File: config.mk
export PLATFORM = sky130hd
export DESIGN_NAME = nap_top
export DESIGN_NICKNAME = d
export VERILOG_FILES = /design/src/inc/nap_pkg.sv /design/src/inc/nap_op_if.sv /design/src/design/nap_top.sv /design/src/design/nap_seq.sv
export SDC_FILE = /design/constraint.sdc
export NUM_CORES = 1
export LEC_CHECK = 0
export ABC_CLOCK_PERIOD_IN_PS = 2100
export BUFFER_PORTS_ARGS = -buffer_cell sky130_fd_sc_hd__buf_2
export CAP_MARGIN = 15
export CORE_AREA = 2 2 158 160
export DETAILED_ROUTE_END_ITERATION = 16
export DIE_AREA = 0 0 160 162
export PLACE_DENSITY = 0.55
export REMOVE_ABC_BUFFERS = 1
export SYNTH_ARGS = -nofsm -noshare
export SYNTH_HDL_FRONTEND = slang
export SYNTH_SLANG_ARGS = --single-unit
File: constraint.sdc
create_clock -name pclk -period 2.1 [get_ports pclk]
set_input_delay 0.105 -clock pclk [delete_from_list [all_inputs] [get_ports pclk]]
set_output_delay 0.105 -clock pclk [all_outputs]
set_load 0.1 [all_outputs]
File: src/inc/nap_pkg.sv
// Constants, register map and state types of the nonvolatile access gate.
// Assumes a 250 MHz APB clock and a word-wide memory port behind the gate.
package nap_pkg;

  localparam int NAP_AW = 15;
  localparam int NAP_DW = 14;

  // Register byte offsets on the APB side.
  localparam logic [7:0] NAP_OFS_CTRL = 8'h00;
  localparam logic [7:0] NAP_OFS_UNLOCK = 8'h04;
  localparam logic [7:0] NAP_OFS_ADDR = 8'h08;
  localparam logic [7:0] NAP_OFS_DATA = 8'h0C;
  localparam logic [7:0] NAP_OFS_STAT = 8'h10;
  localparam logic [7:0] NAP_OFS_ID0 = 8'h20;
  localparam logic [7:0] NAP_OFS_ID_MASK = 8'hF0;
  localparam int NAP_ID_WORDS = 4;

  // Control register fields.
  localparam int NAP_CTRL_WRITE_ENABLE_BIT = 0;
  localparam int NAP_CTRL_START = 1;
  localparam int NAP_CTRL_READ = 2;
  localparam int NAP_CTRL_EESEL = 3;
  localparam int NAP_CTRL_WERR = 4;

  // Status register fields.
  localparam int NAP_STAT_PPROT = 0;
  localparam int NAP_STAT_EPROT = 1;
  localparam int NAP_STAT_GUARD = 2;
  localparam int NAP_STAT_EXTDN = 4;

  localparam logic [7:0] NAP_KEY_FIRST = 8'h55;
  localparam logic [7:0] NAP_KEY_SECOND = 8'hAA;

  // Self-write guard size codes and the top of each guarded block.
  localparam logic [1:0] NAP_GUARD_OFF = 2'b11;
  localparam logic [1:0] NAP_GUARD_SMALL = 2'b10;
  localparam logic [1:0] NAP_GUARD_HALF = 2'b01;
  localparam logic [1:0] NAP_GUARD_ALL = 2'b00;
  localparam logic [NAP_AW-1:0] NAP_LIM_SMALL = 15'h0200;
  localparam logic [NAP_AW-1:0] NAP_LIM_HALF = 15'h2000;
  localparam logic [NAP_AW-1:0] NAP_LIM_ALL = 15'h4000;

  // Reset values: protected until the configuration is latched.
  localparam logic NAP_PROT_RST = 1'b0;
  localparam logic [1:0] NAP_GUARD_RST = 2'b00;

  typedef enum logic [2:0] {
    NAP_SEQ_IDLE = 3'b001,
    NAP_SEQ_REQ = 3'b010,
    NAP_SEQ_WAIT = 3'b100
  } nap_seq_t;

  typedef enum logic [2:0] {
    NAP_KEY_LOCKED = 3'b001,
    NAP_KEY_HALF = 3'b010,
    NAP_KEY_OPEN = 3'b100
  } nap_key_t;

  typedef enum logic [3:0] {
    NAP_OWN_NONE = 4'b0001,
    NAP_OWN_CPU = 4'b0010,
    NAP_OWN_EXT = 4'b0100,
    NAP_OWN_ACK = 4'b1000
  } nap_own_t;

  // True when a program-memory write at addr falls in the guarded block.
  function automatic logic nap_guarded(input logic [1:0] g,
                                       input logic to_ee,
                                       input logic [NAP_AW-1:0] addr);
    logic hit;
    hit = 1'b0;
    if (!to_ee) begin
      unique case (g)
        NAP_GUARD_OFF: hit = 1'b0;
        NAP_GUARD_SMALL: hit = addr < NAP_LIM_SMALL;
        NAP_GUARD_HALF: hit = addr < NAP_LIM_HALF;
        NAP_GUARD_ALL: hit = addr < NAP_LIM_ALL;
      endcase
    end
    return hit;
  endfunction

  // An external access is refused when its own memory's protect bit is 0.
  function automatic logic nap_ext_blocked(input logic to_ee,
                                           input logic pprot,
                                           input logic eprot);
    return to_ee ? !eprot : !pprot;
  endfunction

endpackage

File: src/inc/nap_op_if.sv
// Link between the register block and the self-access sequencer.
// Assumes both ends sit on the same pclk.
interface nap_op_if;
  import nap_pkg::*;
  logic write_enable_bit;
  logic key_wr;
  logic [7:0] key_data;
  logic start_req;
  logic read_req;
  logic to_ee;
  logic [NAP_AW-1:0] addr;
  logic [1:0] guard;
  logic wr_busy;
  logic rd_busy;
  logic guard_hit;
  logic mem_req;
  logic mem_we;
  logic mem_ee;
  logic mem_gnt;
  logic mem_done;

  modport regs (output write_enable_bit, key_wr, key_data, start_req, read_req, to_ee,
                addr, guard, mem_gnt, mem_done,
                input wr_busy, rd_busy, guard_hit, mem_req, mem_we, mem_ee);
  modport seq (input write_enable_bit, key_wr, key_data, start_req, read_req, to_ee,
               addr, guard, mem_gnt, mem_done,
               output wr_busy, rd_busy, guard_hit, mem_req, mem_we, mem_ee);
endinterface

File: src/design/nap_top.sv
// Access gate for program flash and data EEPROM, with APB registers.
// Assumes a memory port that holds a request until it pulses done, an
// external programmer that drops its request after the acknowledge, and
// configuration inputs that are stable around the release of reset.
//
// The register addresses and the APB interface to the registers were left to the implementer.

// Overview of operation
// - With the program protect bit at 0, external program writes are dropped and reads give zero.
// - CPU reads of program memory run whatever the protect bits say.
// - Of the configuration inputs, only the guard size setting decides whether a CPU program write may go.
// - With the EEPROM protect bit at 0, external EEPROM reads and writes are blocked.
// - The CPU can always read and write the data EEPROM.
// - Each memory's external access is judged only by its own protect bit.
// - A two-bit guard size picks a low program block whose self-writes are suppressed.
// - Four user ID words are readable and writable during normal running.
// - The start bit reads set while a write runs and clears when it completes.
module nap_top
  import nap_pkg::*;
(
  input wire logic pclk,                 // Core clock, 250 MHz.
  input wire logic presetn,              // Asynchronous reset, active low.
  input wire logic [7:0] paddr,          // APB byte address.
  input wire logic psel,                 // APB select.
  input wire logic penable,              // APB access phase.
  input wire logic pwrite,               // APB write when high.
  input wire logic [31:0] pwdata,        // APB write data.
  output logic [31:0] prdata,            // APB read data.
  output logic pready,                   // APB ready.
  output logic pslverr,                  // APB error on unmapped address.
  input wire logic cfg_program_read_protect, // Program protect, 0 guards.
  input wire logic cfg_eeprom_read_protect,  // EEPROM protect, 0 guards.
  input wire logic [1:0] cfg_self_write_guard_size, // Guard size code.
  input wire logic ext_req,              // Programmer request, level.
  input wire logic ext_we,               // Programmer write when high.
  input wire logic ext_ee,               // Programmer targets EEPROM.
  input wire logic [NAP_AW-1:0] ext_addr, // Programmer word address.
  input wire logic [NAP_DW-1:0] ext_wdata, // Programmer write data.
  output logic [NAP_DW-1:0] ext_rdata,   // Programmer read data.
  output logic ext_ack,                  // Programmer acknowledge pulse.
  output logic ext_denied,               // Last external access refused.
  output logic nvm_req,                  // Memory request, level.
  output logic nvm_we,                   // Memory write when high.
  output logic nvm_ee,                   // Memory targets EEPROM.
  output logic [NAP_AW-1:0] nvm_addr,    // Memory word address.
  output logic [NAP_DW-1:0] nvm_wdata,   // Memory write data.
  input wire logic [NAP_DW-1:0] nvm_rdata, // Memory read data.
  input wire logic nvm_done              // Memory done pulse.
);

  nap_op_if op ();

  nap_seq u_seq (
    .pclk(pclk),
    .presetn(presetn),
    .op(op)
  );

  // Latched configuration.
  logic cfg_loaded_reg;
  logic pprot_reg;
  logic eprot_reg;
  logic [1:0] guard_reg;

  // Software-visible state.
  logic write_enable_bit_reg, write_enable_bit_next;
  logic ee_sel_reg, ee_sel_next;
  logic werr_reg, werr_next;
  logic [NAP_AW-1:0] addr_reg, addr_next;
  logic [NAP_DW-1:0] data_reg, data_next;
  logic [NAP_DW-1:0] id_reg [NAP_ID_WORDS];
  logic [31:0] prdata_reg, prdata_next;

  // Memory port owner and its outputs.
  nap_own_t own_reg, own_next;
  logic nvm_req_reg, nvm_req_next;
  logic nvm_we_reg, nvm_we_next;
  logic nvm_ee_reg, nvm_ee_next;
  logic [NAP_AW-1:0] nvm_addr_reg, nvm_addr_next;
  logic [NAP_DW-1:0] nvm_wdata_reg, nvm_wdata_next;
  logic [NAP_DW-1:0] ext_rdata_reg, ext_rdata_next;
  logic ext_denied_reg, ext_denied_next;

  // APB decode.
  wire logic setup = psel && !penable;
  wire logic access = psel && penable;
  wire logic wr = access && pwrite;
  wire logic hit_ctrl = paddr == NAP_OFS_CTRL;
  wire logic hit_unlock = paddr == NAP_OFS_UNLOCK;
  wire logic hit_addr = paddr == NAP_OFS_ADDR;
  wire logic hit_data = paddr == NAP_OFS_DATA;
  wire logic hit_stat = paddr == NAP_OFS_STAT;
  wire logic hit_id = (paddr & NAP_OFS_ID_MASK) == NAP_OFS_ID0;
  wire logic hit_any = hit_ctrl || hit_unlock || hit_addr || hit_data ||
                       hit_stat || hit_id;
  wire logic [1:0] id_idx = paddr[3:2];
  wire logic busy = op.wr_busy || op.rd_busy;
  wire logic wr_ctrl = wr && hit_ctrl;

  // External access judgement.
  wire logic ext_block = nap_ext_blocked(ext_ee, pprot_reg, eprot_reg);

  // Settings are taken on the first edge after reset release only.
  always_ff @(posedge pclk or negedge presetn) begin
    if (!presetn) begin
      cfg_loaded_reg <= 1'b0;
      pprot_reg <= NAP_PROT_RST;
      eprot_reg <= NAP_PROT_RST;
      guard_reg <= NAP_GUARD_RST;
    end else if (!cfg_loaded_reg) begin
      cfg_loaded_reg <= 1'b1;
      pprot_reg <= cfg_program_read_protect;
      eprot_reg <= cfg_eeprom_read_protect;
      guard_reg <= cfg_self_write_guard_size;
    end
  end

  // Register writes; address and data hold still while an access runs.
  always_comb begin
    write_enable_bit_next = write_enable_bit_reg;
    ee_sel_next = ee_sel_reg;
    addr_next = addr_reg;
    data_next = data_reg;
    werr_next = werr_reg;
    if (wr_ctrl) begin
      write_enable_bit_next = pwdata[NAP_CTRL_WRITE_ENABLE_BIT];
      if (!busy) begin
        ee_sel_next = pwdata[NAP_CTRL_EESEL];
      end
      if (pwdata[NAP_CTRL_WERR]) begin
        werr_next = 1'b0;
      end
    end
    if (wr && hit_addr && !busy) begin
      addr_next = pwdata[NAP_AW-1:0];
    end
    if (wr && hit_data && !busy) begin
      data_next = pwdata[NAP_DW-1:0];
    end
    if (own_reg == NAP_OWN_CPU && nvm_done && !nvm_we_reg) begin
      data_next = nvm_rdata;
    end
    // A guard hit in the clearing cycle still leaves the flag set.
    if (op.guard_hit) begin
      werr_next = 1'b1;
    end
  end

  always_ff @(posedge pclk or negedge presetn) begin
    if (!presetn) begin
      write_enable_bit_reg <= 1'b0;
      ee_sel_reg <= 1'b0;
      werr_reg <= 1'b0;
      addr_reg <= '0;
      data_reg <= '0;
    end else begin
      write_enable_bit_reg <= write_enable_bit_next;
      ee_sel_reg <= ee_sel_next;
      werr_reg <= werr_next;
      addr_reg <= addr_next;
      data_reg <= data_next;
    end
  end

  // User ID words are plain storage open to software at all times.
  always_ff @(posedge pclk or negedge presetn) begin
    if (!presetn) begin
      for (int i = 0; i < NAP_ID_WORDS; i++) begin
        id_reg[i] <= '0;
      end
    end else if (wr && hit_id) begin
      id_reg[id_idx] <= pwdata[NAP_DW-1:0];
    end
  end

  // Read data is taken in the setup cycle, so the access needs no wait.
  always_comb begin
    prdata_next = prdata_reg;
    if (setup) begin
      prdata_next = '0;
      if (hit_ctrl) begin
        prdata_next[NAP_CTRL_WRITE_ENABLE_BIT] = write_enable_bit_reg;
        prdata_next[NAP_CTRL_START] = op.wr_busy;
        prdata_next[NAP_CTRL_READ] = op.rd_busy;
        prdata_next[NAP_CTRL_EESEL] = ee_sel_reg;
        prdata_next[NAP_CTRL_WERR] = werr_reg;
      end else if (hit_addr) begin
        prdata_next[NAP_AW-1:0] = addr_reg;
      end else if (hit_data) begin
        prdata_next[NAP_DW-1:0] = data_reg;
      end else if (hit_stat) begin
        prdata_next[NAP_STAT_PPROT] = pprot_reg;
        prdata_next[NAP_STAT_EPROT] = eprot_reg;
        prdata_next[NAP_STAT_GUARD +: 2] = guard_reg;
        prdata_next[NAP_STAT_EXTDN] = ext_denied_reg;
      end else if (hit_id) begin
        prdata_next[NAP_DW-1:0] = id_reg[id_idx];
      end
    end
  end

  always_ff @(posedge pclk or negedge presetn) begin
    if (!presetn) begin
      prdata_reg <= '0;
    end else begin
      prdata_reg <= prdata_next;
    end
  end

  assign prdata = prdata_reg;
  assign pready = 1'b1;
  assign pslverr = access && !hit_any;

  // Sequencer requests.
  assign op.write_enable_bit = write_enable_bit_reg;
  assign op.key_wr = wr && hit_unlock;
  assign op.key_data = pwdata[7:0];
  assign op.start_req = wr_ctrl && pwdata[NAP_CTRL_START];
  assign op.read_req = wr_ctrl && pwdata[NAP_CTRL_READ];
  assign op.to_ee = ee_sel_reg;
  assign op.addr = addr_reg;
  assign op.guard = guard_reg;
  assign op.mem_gnt = own_reg == NAP_OWN_NONE && op.mem_req;
  assign op.mem_done = own_reg == NAP_OWN_CPU && nvm_done;

  // Memory port owner. The CPU wins a tie and is never checked against
  // the protect bits; external accesses are judged per target memory.
  always_comb begin
    own_next = own_reg;
    nvm_req_next = nvm_req_reg;
    nvm_we_next = nvm_we_reg;
    nvm_ee_next = nvm_ee_reg;
    nvm_addr_next = nvm_addr_reg;
    nvm_wdata_next = nvm_wdata_reg;
    ext_rdata_next = ext_rdata_reg;
    ext_denied_next = ext_denied_reg;
    unique case (own_reg)
      NAP_OWN_NONE: begin
        if (op.mem_req) begin
          own_next = NAP_OWN_CPU;
          nvm_req_next = 1'b1;
          nvm_we_next = op.mem_we;
          nvm_ee_next = op.mem_ee;
          nvm_addr_next = addr_reg;
          nvm_wdata_next = data_reg;
        end else if (ext_req && ext_block) begin
          own_next = NAP_OWN_ACK;
          ext_rdata_next = '0;
          ext_denied_next = 1'b1;
        end else if (ext_req) begin
          own_next = NAP_OWN_EXT;
          ext_denied_next = 1'b0;
          nvm_req_next = 1'b1;
          nvm_we_next = ext_we;
          nvm_ee_next = ext_ee;
          nvm_addr_next = ext_addr;
          nvm_wdata_next = ext_wdata;
        end
      end
      NAP_OWN_CPU: begin
        if (nvm_done) begin
          own_next = NAP_OWN_NONE;
          nvm_req_next = 1'b0;
        end
      end
      NAP_OWN_EXT: begin
        if (nvm_done) begin
          own_next = NAP_OWN_ACK;
          nvm_req_next = 1'b0;
          ext_rdata_next = nvm_we_reg ? '0 : nvm_rdata;
        end
      end
      NAP_OWN_ACK: begin
        own_next = NAP_OWN_NONE;
      end
    endcase
  end

  always_ff @(posedge pclk or negedge presetn) begin
    if (!presetn) begin
      own_reg <= NAP_OWN_NONE;
      nvm_req_reg <= 1'b0;
      nvm_we_reg <= 1'b0;
      nvm_ee_reg <= 1'b0;
      nvm_addr_reg <= '0;
      nvm_wdata_reg <= '0;
      ext_rdata_reg <= '0;
      ext_denied_reg <= 1'b0;
    end else begin
      own_reg <= own_next;
      nvm_req_reg <= nvm_req_next;
      nvm_we_reg <= nvm_we_next;
      nvm_ee_reg <= nvm_ee_next;
      nvm_addr_reg <= nvm_addr_next;
      nvm_wdata_reg <= nvm_wdata_next;
      ext_rdata_reg <= ext_rdata_next;
      ext_denied_reg <= ext_denied_next;
    end
  end

  assign nvm_req = nvm_req_reg;
  assign nvm_we = nvm_we_reg;
  assign nvm_ee = nvm_ee_reg;
  assign nvm_addr = nvm_addr_reg;
  assign nvm_wdata = nvm_wdata_reg;
  assign ext_rdata = ext_rdata_reg;
  assign ext_ack = own_reg == NAP_OWN_ACK;
  assign ext_denied = ext_denied_reg;

endmodule

File: src/design/nap_seq.sv
// Self-access sequencer: unlock key, write start, guard check, polling.
// Assumes the register block grants the memory port and reports done.
module nap_seq
  import nap_pkg::*;
(
  input wire logic pclk,    // Core clock.
  input wire logic presetn, // Asynchronous reset, active low.
  nap_op_if.seq op          // Requests from and answers to the registers.
);

  nap_seq_t seq_reg, seq_next;
  nap_key_t key_reg, key_next;
  logic we_reg, we_next;
  logic ee_reg, ee_next;
  logic hit_reg, hit_next;

  wire logic idle = seq_reg == NAP_SEQ_IDLE;
  wire logic armed = op.write_enable_bit && key_reg == NAP_KEY_OPEN;
  wire logic guard_now = nap_guarded(op.guard, op.to_ee, op.addr);
  wire logic go_wr = idle && op.start_req && armed && !guard_now;
  wire logic go_rd = idle && op.read_req && !op.start_req;

  always_comb begin
    key_next = key_reg;
    if (!op.write_enable_bit || (idle && op.start_req)) begin
      key_next = NAP_KEY_LOCKED;
    end else if (op.key_wr) begin
      if (op.key_data == NAP_KEY_FIRST) begin
        key_next = NAP_KEY_HALF;
      end else if (key_reg == NAP_KEY_HALF &&
                   op.key_data == NAP_KEY_SECOND) begin
        key_next = NAP_KEY_OPEN;
      end else begin
        key_next = NAP_KEY_LOCKED;
      end
    end
  end

  always_comb begin
    seq_next = seq_reg;
    we_next = we_reg;
    ee_next = ee_reg;
    hit_next = idle && op.start_req && armed && guard_now;
    unique case (seq_reg)
      NAP_SEQ_IDLE: begin
        if (go_wr || go_rd) begin
          seq_next = NAP_SEQ_REQ;
          we_next = go_wr;
          ee_next = op.to_ee;
        end
      end
      NAP_SEQ_REQ: begin
        if (op.mem_gnt) begin
          seq_next = NAP_SEQ_WAIT;
        end
      end
      NAP_SEQ_WAIT: begin
        if (op.mem_done) begin
          seq_next = NAP_SEQ_IDLE;
        end
      end
    endcase
  end

  always_ff @(posedge pclk or negedge presetn) begin
    if (!presetn) begin
      seq_reg <= NAP_SEQ_IDLE;
      key_reg <= NAP_KEY_LOCKED;
      we_reg <= 1'b0;
      ee_reg <= 1'b0;
      hit_reg <= 1'b0;
    end else begin
      seq_reg <= seq_next;
      key_reg <= key_next;
      we_reg <= we_next;
      ee_reg <= ee_next;
      hit_reg <= hit_next;
    end
  end

  assign op.wr_busy = !idle && we_reg;
  assign op.rd_busy = !idle && !we_reg;
  assign op.guard_hit = hit_reg;
  assign op.mem_req = seq_reg == NAP_SEQ_REQ;
  assign op.mem_we = we_reg;
  assign op.mem_ee = ee_reg;

endmodule

==> results of run 1 <==
-- power groups by stage --
stage | Sequential, mW | Combinational [mW] | Clock [mW]
finish | 4.40 | 6.63 | 3.02
global route | 4.50 | 7.03 | 3.21
global placement | 4.45 | 6.57 | 0
detailed placement | 4.46 | 6.61 | 0
floorplan | 7.46 | 1.94 | 0
CTS | 4.40 | 6.71 | 3.08
-- final cells by class --
class / count / area share, %
multi-input cells: 491 / 35.6
clock buffers: 17 / 3.96
clock inverters: 15 / 1.23
inverters: 19 / 0.664
well taps: 324 / 3.77
diodes: 1 / 0.0233
flip-flops and latches: 168 / 39.2
repair buffers: 238 / 15.6
-- worst max-delay path, cell delays in order, from the launching register on --
cell and delay (ns):
dfrtp_1 0.48, or4b_4 0.59, nor2_1 0.14, a2bb2oi_2 0.19, buf_4 0.26, mux2i_1 0.22
-- cell usage after synthesis (3+ instances only) --
master,instances
dfrtp_1,165
nand2_1,127
mux2_2,123
buf_4,23
nor2_1,22
mux2i_1,20
inv_1,19
clkbuf_1,16
o31ai_1,15
mux4_2,14
nand2b_1,14
a22oi_1,12
buf_2,11
mux2_4,10
a21oi_1,9
a211oi_1,8
nand3_1,8
and3_1,7
nand3b_1,7
o21ai_0,7
o22ai_1,7
nor3_1,5
or3_1,5
a31oi_1,4
nor2b_1,4
and2_1,3
dfstp_2,3
nor3b_1,3
nor4bb_1,3
-- logic make-up after synthesis --
group	synth area share (%)
AOI/OAI and AO/OA	6.46
xor gates and xnor gates	0.314
buffers and inverters	5.00
DFF	50.2
muxes	24.6
other	0.0896
and+or+nand+nor	13.3
-- metal layers --
layer	wire (um)	vias to the layer above	track usage [%]
li1	-	2951	-
met1	10700	3070	24.8
met2	11300	137	31.3
met3	1070	23	3.47
met4	277	0	4.87
met5	0	-	0
-- worst paths after layout --
kind,cells past startpoint,slack (ns),to
worst max-delay path,5,0.14,ext_rdata[12]
worst min register to register,1,0.43,werr_reg
worst min-delay path,2,0.01,addr_reg[10]
max in group asynchronous,3,1.25,ext_rdata[8]
worst max register to register,5,0.14,ext_rdata[12]
min in group asynchronous,2,0.21,nvm_req
-- cells in the final DEF, fill, tap and decap left out, types with 3 or more instances in the layout --
master         netlist  layout
clkinvlp_4           0       3
a21oi_1              9       9
inv_6                0       6
a31oi_1              4       4
clkbuf_16            0      17
nor2_1              22      22
nand3b_1             7       7
buf_4               23      33
dlygate4sd3_1        0      55
o21ai_0              7       7
and3_1               7       7
conb_1               2      19
o31ai_1             15      15
nor2b_1              4       4
mux4_2              14      14
inv_1               19      19
buf_12               1       8
o22ai_1              7       7
dfrtp_1            165     165
mux2_2             123     123
mux2i_1             20      20
nand2_1            127     127
a211oi_1             8       8
buf_2               11     141
or3_1                5       5
nor4bb_1             3       3
mux2_4              10      10
a22oi_1             12      12
clkinv_4             0       4
nor3_1               5       5
dfstp_2              3       3
nand2b_1            14      14
nand3_1              8       8
-- metrics by stage --
step / instances / hold WS [ns] / TNS (ns)
global route: 1272 / 0.00871 / 0
floorplan: 678 / -0.191 / -33.77
finish: 1273 / 0.0135 / 0
detailed placement: 1185 / 0.108 / 0
global placement: 1185 / 0.115 / 0
CTS: 1272 / 0.00248 / 0
==> run summary, run 1 <==
=================================================================================================
Area growth, synth to finish                                                                28.2%
Worst-Skew Late Latency                                                                   0.44 ns
Starting density of the core                                                                34.8%
Maximum number of pins on one net before global-route repair                                   55
H-tree depth                                                                                    4
Static leakage                                                                            5.16 nW
Wire length reported by the detailed router                                               23.4 mm
Fin worst setup slack                                                                    0.137 ns
Peak clock frequency supported by timing                                                  510 MHz
Cell row count                                                                                 57
Vias per cell                                                                                4.86
Ys async rst share                                                                           100%
Post-CTS Repair Setup Buffers                                                                   0
Number of gates resized after CTS                                                               0
Predominant post-synthesis flop cell                                                      dfrtp_1
Vias in the first global route                                                               6451
Highest net fanout along the worst path                                                         9
Ranking of synthesized cells by area                                                 dfrtp_1 49%, mux2_2 17%, nand2_1 5.7%, mux4_2 3.8%, mux2i_1 2.4%
Clock tree skew after final layout                                                     0.00784 ns
Power per Cell Area                                                                  1310 mW/mm^2
Seq pwr share                                                                               31.3%
Number of top-level pins                                                                      178
Combined area of the multi-input logic cells                                         0.00382 sq mm
Synth Area per Inst                                                                    11.7 sq um
Class of the most critical hold timing path                                                in2reg
Slew HR                                                                                     63.8%
Fraction of the cycle the final worst path needs                                            93.5%
TritonCTS clock tree                                                                         done
Crit Path Class                                                                           reg2reg
Critical path launch point type                                                         flip-flop
Maximum Capacitance Violations                                                                  0
Endpoint type of the worst setup path                                                   flip-flop
Largest register FFs                                                                           56
Sw Pwr                                                                                    6.91 mW
Outcome                                                                                 completed
Remaining number of nets flagged by the antenna check after routing                             0
RSZ-0062 raised after global routing                                                           no
Critical Path RT                                                                          2.46 ns
Startpoint of the most critical setup path                                             own_reg[1]
Total setup violations reported at the end of the flow                                          0
Cell type contributing the most total cell area after synthesis                           dfrtp_1
Critical R2R Launch                                                                    own_reg[1]
Beginning of the worst hold path                                                       pwdata[10]
Share of the synthesized area in the top cell type                                          49.3%
Global route overflow                                                                           0
DRC marker count from the first detailed-route iteration                                      377
Number of antenna violations at the first check in global routing                               1
Clock sink total                                                                              168
Total power of the final layout                                                           14.1 mW
Placer congestion estimate                                                                  0.811
Arr. time, crit path                                                                      2.32 ns
Master cell of the clock root buffer                                                    clkbuf_16
Count of hold buffers inserted by post-cts repair                                              55
Pre-antenna DRT Iters                                                                           5
Post-Place Setup Slack                                                                   0.135 ns
Post-synth design cell area                                                          0.00838 sq mm
Number of CTS-inserted buffers                                                                 17
Average routed wire per standard cell                                                     18.4 um
Cell-internal power                                                                       7.15 mW
Total half-perimeter wirelength after legalization and detailed placement                 16.9 mm
Slew @ Worst Pin                                                                         0.543 ns
Die Height                                                                                 162 um
Global-route wire length before repair                                                    37.1 mm
Number of slew-limit violations in the final report                                             0
Number of buffer cells added on primary ports                                                 142
Synthesis-stage register bit count                                                            168
Register clock-pin slew on the reported worst setup and hold paths                        0.07 ns
Vias                                                                                         6181
DRC violations left                                                                             0
Std-Cell Core Area                                                                   0.0241 sq mm
Count of warnings emitted by yosys                                                              0
Clock Power Share                                                                           21.5%
Area post-placement                                                                  0.00963 sq mm
Number of distinct library cell variants in the gate-level netlist after synthesis             62
Layout filler cell count                                                                     2339
Maximum ir drop on the vdd rail                                                            727 uV
Sequential-to-total area share from yosys stat                                              50.2%
Number of standard cells after synthesis                                                      718
Utilization after layout                                                                    44.6%
Fraction of power spent switching nets                                                      49.1%
Seq. cell area                                                                       0.00421 sq mm
Net count of the finished layout                                                             1031
Post-Layout Inst Area                                                                0.0107 sq mm
Count of flip-flops with a built-in enable after synthesis                                      0
Minimum clock period after layout                                                         1.96 ns
Width of the chip                                                                          160 um
Die Footprint                                                                        0.0259 sq mm
Hold violation count in the final report                                                        0
Share of cells above drive strength 1                                                       39.9%
Global Route Usage Sum                                                                      18.6%
Logic pwr share                                                                             47.2%
Clock Tree Buf Depth                                                                            2
=================================================================================================
Power figures use the tool's default switching activity.
==> run 2, diff against run 1 <==
--- a/config.mk
+++ b/config.mk
@@ -12,7 +12,7 @@
 export DETAILED_ROUTE_END_ITERATION = 16
 export DIE_AREA = 0 0 160 162
 export PLACE_DENSITY = 0.55
-export REMOVE_ABC_BUFFERS = 1
 export SYNTH_ARGS = -nofsm -noshare
 export SYNTH_HDL_FRONTEND = slang
+export SYNTH_HIERARCHICAL = 1
 export SYNTH_SLANG_ARGS = --single-unit
==> run 2 against run 1 <==
Core utilization fell by 0.46 points. Sequential share of layout area rose by 0.42 points. Highest routed layer is now met5. Global-route usage hardly changed. Area after synthesis grew 0.18%. Design area decreased by 1.0%. Maximum frequency about the same. First-iteration DRC count fell by 6.9%. Non-clock buffer count is 25 lower. Via count is 2.3% lower. Sequential power is 1% lower.
==> run summary, run 2 <==
=================================================================================================
Master cell of the clock root buffer                                                    clkbuf_16   unchanged
Global route overflow                                                                           0   unchanged
Min-Delay Path Depth                                                                            2   unchanged
Critical path launch point type                                                         flip-flop   unchanged
Post-synth design cell area                                                          0.00840 sq mm   was 0.00838 sq mm
Highest net fanout along the worst path                                                        14   was 9
Vias in the first global route                                                               6104   was 6451
Number of top-level pins                                                                      178   unchanged
Slew @ Worst Pin                                                                         0.553 ns   was 0.543 ns
Width of the chip                                                                          160 um   unchanged
Crit Path Class                                                                           reg2reg   unchanged
Largest register FFs                                                                           56   unchanged
Slew HR                                                                                     63.0%   was 63.8%
Hold violation count in the final report                                                        0   unchanged
H-tree depth                                                                                    4   unchanged
Cell row count                                                                                 57   unchanged
Vias per cell                                                                                5.05   was 4.86
Die Footprint                                                                        0.0259 sq mm   unchanged
Sequential-to-total area share from yosys stat                                              50.1%   was 50.2%
Maximum number of pins on one net before global-route repair                                   46   was 55
Clock sink total                                                                              168   unchanged
Total setup violations reported at the end of the flow                                          0   unchanged
DRC marker count from the first detailed-route iteration                                      351   was 377
Clock tree skew after final layout                                                      0.0163 ns   was 0.00784 ns
Global-route wire length before repair                                                    36.7 mm   was 37.1 mm
Commonest cells after routing, fill and taps aside                                   167 x mux2_2, 164 x dfrtp_1, 140 x buf_2   was 165 x dfrtp_1, 141 x buf_2, 127 x nand2_1
Pre-antenna DRT Iters                                                                           4   was 5
Power per Cell Area                                                                  1310 mW/mm^2   about the same
Total half-perimeter wirelength after legalization and detailed placement                 16.9 mm   about the same
Predominant post-synthesis flop cell                                                      dfrtp_1   unchanged
Fraction of the cycle the final worst path needs                                            93.4%   was 93.5%
Clock Tree Buf Depth                                                                            2   unchanged
Arr. time, crit path                                                                      2.29 ns   was 2.32 ns
Die Height                                                                                 162 um   unchanged
Count of warnings emitted by yosys                                                              6   was 0
Share of the synthesized area in the top cell type                                          49.2%   was 49.3%
DR WL met2                                                                                10.9 mm   was 11.3 mm
Peak clock frequency supported by timing                                                  510 MHz   about the same
Synth Area per Inst                                                                    12.8 sq um   was 11.7 sq um
Minimum clock period after layout                                                         1.96 ns   about the same
Net count of the finished layout                                                              952   was 1031
Total power of the final layout                                                           13.9 mW   was 14.1 mW
Number of cells on the worst reg-to-reg path                                                    5   unchanged
Number of buffer cells added on primary ports                                                 142   unchanged
Area post-placement                                                                  0.00976 sq mm   was 0.00963 sq mm
Std-Cell Core Area                                                                   0.0241 sq mm   unchanged
Leading cell type in the layout, fill and taps excluded                                    mux2_2   was dfrtp_1
Number of CTS-inserted buffers                                                                 17   unchanged
Count of flip-flops with a built-in enable after synthesis                                      0   unchanged
RSZ-0062 raised after global routing                                                           no   unchanged
Register clock-pin slew on the reported worst setup and hold paths                        0.08 ns   was 0.07 ns
Placer congestion estimate                                                                  0.804   was 0.811
Maximum ir drop on the vdd rail                                                           1720 uV   was 727 uV
TritonCTS clock tree                                                                         done   unchanged
Endpoint type of the worst setup path                                                   flip-flop   unchanged
Wire length reported by the detailed router                                               23.3 mm   was 23.4 mm
Class of the most critical hold timing path                                                in2reg   unchanged
Number of standard cells after synthesis                                                      657   was 718
Average routed wire per standard cell                                                     19.5 um   was 18.4 um
Number of antenna violations at the first check in global routing                               4   was 1
Share of cells above drive strength 1                                                       49.5%   was 39.9%
Critical Path RT                                                                          2.43 ns   was 2.46 ns
Length of routed wiring on met1                                                           10.7 mm   about the same
Worst-Skew Late Latency                                                                   0.45 ns   was 0.44 ns
Outcome                                                                                 completed   unchanged
Post-Layout Inst Area                                                                0.0106 sq mm   was 0.0107 sq mm
Amount of wire on met3 after detailed routing                                             1.37 mm   was 1.07 mm
DRC violations left                                                                             0   unchanged
Ys async rst share                                                                           100%   unchanged
Synthesis-stage register bit count                                                            168   unchanged
Ranking of synthesized cells by area                                                 dfrtp_1 49%, mux2_2 22%, mux4_2 3.8%, mux2i_1 2.4%, nand2_1 2.1%   was dfrtp_1 49%, mux2_2 17%, nand2_1 5.7%, mux4_2 3.8%, mux2i_1 2.4%
Cell type contributing the most total cell area after synthesis                           dfrtp_1   unchanged
Vias                                                                                         6041   was 6181
Number of distinct library cell variants in the gate-level netlist after synthesis             70   was 62
Static leakage                                                                            5.05 nW   was 5.16 nW
Number of slew-limit violations in the final report                                             0   unchanged
Ranking of synthesized cells by instance count                                       167 x mux2_2, 165 x dfrtp_1, 47 x nand2_1, 23 x buf_4, 22 x nor2_1   was 165 x dfrtp_1, 127 x nand2_1, 123 x mux2_2, 23 x buf_4, 22 x nor2_1
Uppermost layer routed                                                                       met5   was met4
Starting density of the core                                                                34.8%   about the same
Maximum Capacitance Violations                                                                  0   unchanged
Global Route Usage Sum                                                                      18.6%   about the same
Most common cell in the synthesized netlist                                                mux2_2   was dfrtp_1
Area growth, synth to finish                                                                26.7%   was 28.2%
Remaining number of nets flagged by the antenna check after routing                             0   unchanged
=================================================================================================
[run 2: cell types whose count changed after synthesis, sizes merged, moves of 5 or more]
cell	change
nand2	-79
and3	-5
a211oi	-7
clkbuf	-6
mux2	+34
nand3b	-5
nor4	+5
nand3	-6
a21oi	+8
o22ai	-5
[run 2: power breakdown]
part / internal, mW / switching [mW]
combinational: 1.96 / 4.32
clock: 1.64 / 1.63
sequential: 3.86 / 0.475
[run 2: repair_timing]
action                     4_1_cts  5_1_grt
resized for setup                0        0
setup endpoints to repair        0        0
hold endpoints to repair        73        1
buffers inserted                 0        0
hold buffers                    24        1
[run 2: cells by family (layout without fill, tap and decap cells)]
group	count (synthesis)	after routing	share of synthesized area (%)
compound gates	77	77	6.68
mux	202	202	28.7
simple gates	138	138	9.79
buf+inv	69	264	4.56
flops	168	168	50.1
xor+xnor	1	1	0.104
other cells	2	22	0.0894
[run 2: path summary, 6_finish.rpt]
check / start / to / slack, ns
min in group asynchronous: presetn / id_reg[1] / 0.17
min: pwdata[12] / addr_reg[12] / 0.01
max in group asynchronous: presetn / nvm_addr[11] / 1.22
min reg2reg: u_seq/op.guard_hit / werr_reg / 0.43
max reg2reg: u_seq/seq_reg[0] / data_reg[9] / 0.14
max: u_seq/seq_reg[0] / data_reg[9] / 0.14
[run 2: metal layers]
| layer | vias to the layer above | global-route usage [%] |
|---|---|---|
| li1 | 2757 | - |
| met1 | 3068 | 25.5 |
| met2 | 191 | 29.4 |
| met3 | 23 | 5.01 |
| met4 | 2 | 4.79 |
| met5 | - | 0 |
[run 2: cell type report]
class                      count  area, sq um
tap                          324          405
multi-input combinational    437         3890
timing repair buffer         213         1430
clock buffer                  17          425
inverter                      19         71.3
fill                        2279        13500
sequential                   168         4210
antenna                        3         7.51
clock inverter                15          194
[run 2: critical path: stages, from the launching register on]
cell,delay [ns]
dfstp_2,0.53
nor3b_2,0.21
nor2b_1,0.17
o41ai_4,0.40
buf_12,0.20
mux2_2,0.34
[run 2: metrics by stage]
stage | hold slack, ns | instances | util (%) | worst slack [ns] | TNS (ns)
after floorplan | -0.191 | 674 | - | -0.0152 | -0.0152
after global placement | 0.0737 | 1136 | 40.5 | -0.0251 | -0.0325
after detailed placement | 0.0755 | 1136 | 40.5 | -0.0703 | -0.120
after CTS | 0.0000177 | 1192 | 44.0 | 0.122 | 0
after global routing | 0.00180 | 1194 | 44.1 | 0.0143 | 0
final | 0.0141 | 1196 | 44.1 | 0.139 | 0
==> run 3, diff against run 2 <==
--- a/config.mk
+++ b/config.mk
@@ -8,10 +8,11 @@
 export ABC_CLOCK_PERIOD_IN_PS = 2100
 export BUFFER_PORTS_ARGS = -buffer_cell sky130_fd_sc_hd__buf_2
 export CAP_MARGIN = 15
-export CORE_AREA = 2 2 158 160
+export CORE_AREA = 2 2 134 189
 export DETAILED_ROUTE_END_ITERATION = 16
-export DIE_AREA = 0 0 160 162
+export DIE_AREA = 0 0 136 191
 export PLACE_DENSITY = 0.55
+export RECOVER_POWER = 100
 export SYNTH_ARGS = -nofsm -noshare
 export SYNTH_HDL_FRONTEND = slang
 export SYNTH_HIERARCHICAL = 1
==> run 3 against run 2 <==
The flow now finishes with violations (capacitance limit, slew limit). Global-route usage rose by 0.23 points. Highest routed layer is now met4. Combinational power shrank 1%. Largest power group unchanged. Non-clock buffer count up 2.
==> run summary, run 3 (synthesis results as in run 2) <==
========================================================================================
Maximum number of pins on one net before global-route repair                          54   was 46
Width of the chip                                                                 136 um   was 160 um
Final cell count without fillers                                                    1186   was 1196
Maximum Capacitance Violations                                                         1   was 0
Number of CTS-inserted buffers                                                        17   unchanged
Commonest cells after routing, fill and taps aside                          167 x mux2_2, 164 x dfrtp_1, 75 x buf_2   was 167 x mux2_2, 164 x dfrtp_1, 140 x buf_2
Post-CTS Repair Setup Buffers                                                          0   unchanged
TritonCTS clock tree                                                                done   unchanged
H-tree depth                                                                           4   unchanged
Clock Tree Buf Depth                                                                   2   unchanged
Slew HR                                                                           -1.19%   was 63.0%
Logic pwr share                                                                    44.9%   was 45.2%
Family with the most delay on the worst path                                  flip-flops   unchanged
Worst Path Buf+Inv                                                                     1   unchanged
Clock sink total                                                                     168   unchanged
Share of cells above drive strength 1                                              41.2%   was 49.5%
DRC violations left                                                                    0   unchanged
Remaining number of nets flagged by the antenna check after routing                    0   unchanged
Cell row count                                                                        68   was 57
Total setup violations reported at the end of the flow                                 0   unchanged
Cell count after placement                                                          1132   was 1136
Starting density of the core                                                       34.5%   was 34.8%
Class of the most critical hold timing path                                       in2reg   unchanged
Outcome                                                                     finished with violations   was completed
Pre-antenna DRT Iters                                                                  4   unchanged
Global route overflow                                                                  0   unchanged
Static leakage                                                                   4.76 nW   was 5.05 nW
Minimum clock period after layout                                                2.04 ns   was 1.96 ns
Average routed wire per standard cell                                            20.0 um   was 19.5 um
Sw Pwr                                                                           6.22 mW   was 6.42 mW
Total half-perimeter wirelength after legalization and detailed placement        17.3 mm   was 16.9 mm
Number of slew-limit violations in the final report                                   52   was 0
Crit Path Class                                                                  reg2reg   unchanged
Area growth, synth to finish                                                       24.8%   was 26.7%
Wire length reported by the detailed router                                      23.7 mm   was 23.3 mm
Cell-internal power                                                              7.58 mW   was 7.46 mW
Slew @ Worst Pin                                                                 1.52 ns   was 0.553 ns
Vias                                                                                5957   was 6041
Seq pwr share                                                                      31.6%   was 31.2%
Highest-delay cell along the critical path                                       dfstp_2   unchanged
Min Hold Slack                                                                 0.0229 ns   was 0.0141 ns
Global-route wire length before repair                                           36.3 mm   was 36.7 mm
Net count of the finished layout                                                     954   was 952
Peak clock frequency supported by timing                                         490 MHz   was 510 MHz
Largest register FFs                                                                  56   unchanged
Slack of the worst reg-to-reg path                                               0.06 ns   was 0.14 ns
Endpoint type of the worst setup path                                          flip-flop   unchanged
Vias in the first global route                                                      6221   was 6104
Maximum ir drop on the vdd rail                                                  1060 uV   was 1720 uV
Max stage delay on crit path                                                     0.54 ns   was 0.53 ns
Clock Power Share                                                                  23.5%   about the same
Cells along the critical path                                               nor3b_4 > nor2b_2 > o41ai_4 > buf_12 > mux2_2   was nor3b_2 > nor2b_1 > o41ai_4 > buf_12 > mux2_2
Number of top-level pins                                                             178   unchanged
Critical path launch point type                                                flip-flop   unchanged
Leading cell type in the layout, fill and taps excluded                           mux2_2   unchanged
Min-Delay Path Depth                                                                   3   was 2
Die Footprint                                                               0.0260 sq mm   was 0.0259 sq mm
Fraction of the cycle the final worst path needs                                   97.1%   was 93.4%
Number of cells on the worst reg-to-reg path                                           5   unchanged
DRC marker count from the first detailed-route iteration                             270   was 351
Arr. time, crit path                                                             2.36 ns   was 2.29 ns
Die Height                                                                        191 um   was 162 um
Depth of the critical timing path with buffers and inverters included                  5   unchanged
Critical Path RT                                                                 2.42 ns   was 2.43 ns
Highest net fanout along the worst path                                               14   unchanged
Placer congestion estimate                                                         0.787   was 0.804
RSZ-0062 raised after global routing                                                  no   unchanged
Register clock-pin slew on the reported worst setup and hold paths               0.07 ns   was 0.08 ns
Worst-Skew Late Latency                                                          0.44 ns   was 0.45 ns
Failing checks                                                              capacitance limit, slew limit
Vias per cell                                                                       5.02   was 5.05
Hold violation count in the final report                                               0   unchanged
Fraction of power spent switching nets                                             45.1%   was 46.2%
Number of antenna violations at the first check in global routing                      0   was 4
Global Route Usage Sum                                                             18.8%   was 18.6%
Power per Cell Area                                                         1320 mW/mm^2   was 1310 mW/mm^2
Master cell of the clock root buffer                                           clkbuf_16   unchanged
Number of buffer cells added on primary ports                                        142   unchanged
Clock tree skew after final layout                                            0.00968 ns   was 0.0163 ns
Number of antenna repair diodes                                                        0   was 3
Std-Cell Core Area                                                          0.0243 sq mm   was 0.0241 sq mm
========================================================================================
run 3: changes by cell type in the layout (fill, tap and decap cells not counted), moves of 3 or more:
cell	before	now
diode_2	3	0
clkbuf_4	0	4
dlygate4sd3_1	25	22
clkbuf_1	0	70
clkinv_8	5	0
clkbuf_2	0	5
buf_4	38	27
buf_2	140	75
run 3: layer usage:
layer	share of wire, %	up-vias	wire length, um	GRT usage [%]
li1	-	2759	-	-
met4	3.0	0	711	8.13
met2	55	131	13000	34.0
met3	3.0	33	702	3.18
met5	0	-	0	0
met1	39	3034	9300	21.7
run 3: final timing paths:
check,endpoint,start
hold reg to reg,werr_reg,u_seq/op.guard_hit
max in group asynchronous,id_reg[17],presetn
min in group asynchronous,nvm_addr[10],presetn
hold / removal,nvm_addr[0],ext_addr[0]
setup / recovery,data_reg[8],u_seq/seq_reg[0]
setup reg to reg,data_reg[8],u_seq/seq_reg[0]
run 3: tightest hold or removal path: stages:
cell    delay (ns)
buf_2         0.07
mux2_2        0.12
mux2_2        0.13
run 3: power by group through the flow:
| stage | Clock (mW) | Combinational [mW] | Sequential, mW |
|---|---|---|---|
| after floorplan | 0 | 2.39 | 6.87 |
| after CTS | 3.33 | 6.35 | 4.36 |
| after global routing | 3.47 | 6.51 | 4.44 |
| after detailed placement | 0 | 6.31 | 4.42 |
| final | 3.24 | 6.19 | 4.36 |
| after global placement | 0 | 6.26 | 4.41 |
run 3: through the flow:
step / worst slack [ns] / power, mW / cell area, sq um / setup TNS, ns / utilization (%)
finish: 0.0605 / 13.8 / 10500 / 0 / 43.1
global route: 0.0109 / 14.4 / 10500 / 0 / 43.1
floorplan: -0.0152 / 9.26 / 8490 / -0.0152 / -
global placement: -0.0598 / 10.7 / 9820 / -0.347 / 40.4
CTS: 0.0217 / 14.0 / 10600 / 0 / 43.8
detailed placement: -0.116 / 10.7 / 9820 / -0.585 / 40.4
run 3: final cells by class:
cell class / count / area [sq um]
fillers: 2389 / 13900
well taps: 315 / 394
inverters: 19 / 71.3
clock inverters: 14 / 161
multi-input cells: 437 / 3860
repair buffers: 215 / 1340
clock buffers: 18 / 439
flip-flops and latches: 168 / 4210
run 3: repair_timing:
item / in CTS / in global routing
pin swaps: 0 / 1
resized for setup: 1 / 2
hold endpoints to repair: 69 / 0
setup endpoints to repair: 15 / 24
hold buffers: 22 / 0
cloned: 0 / 0
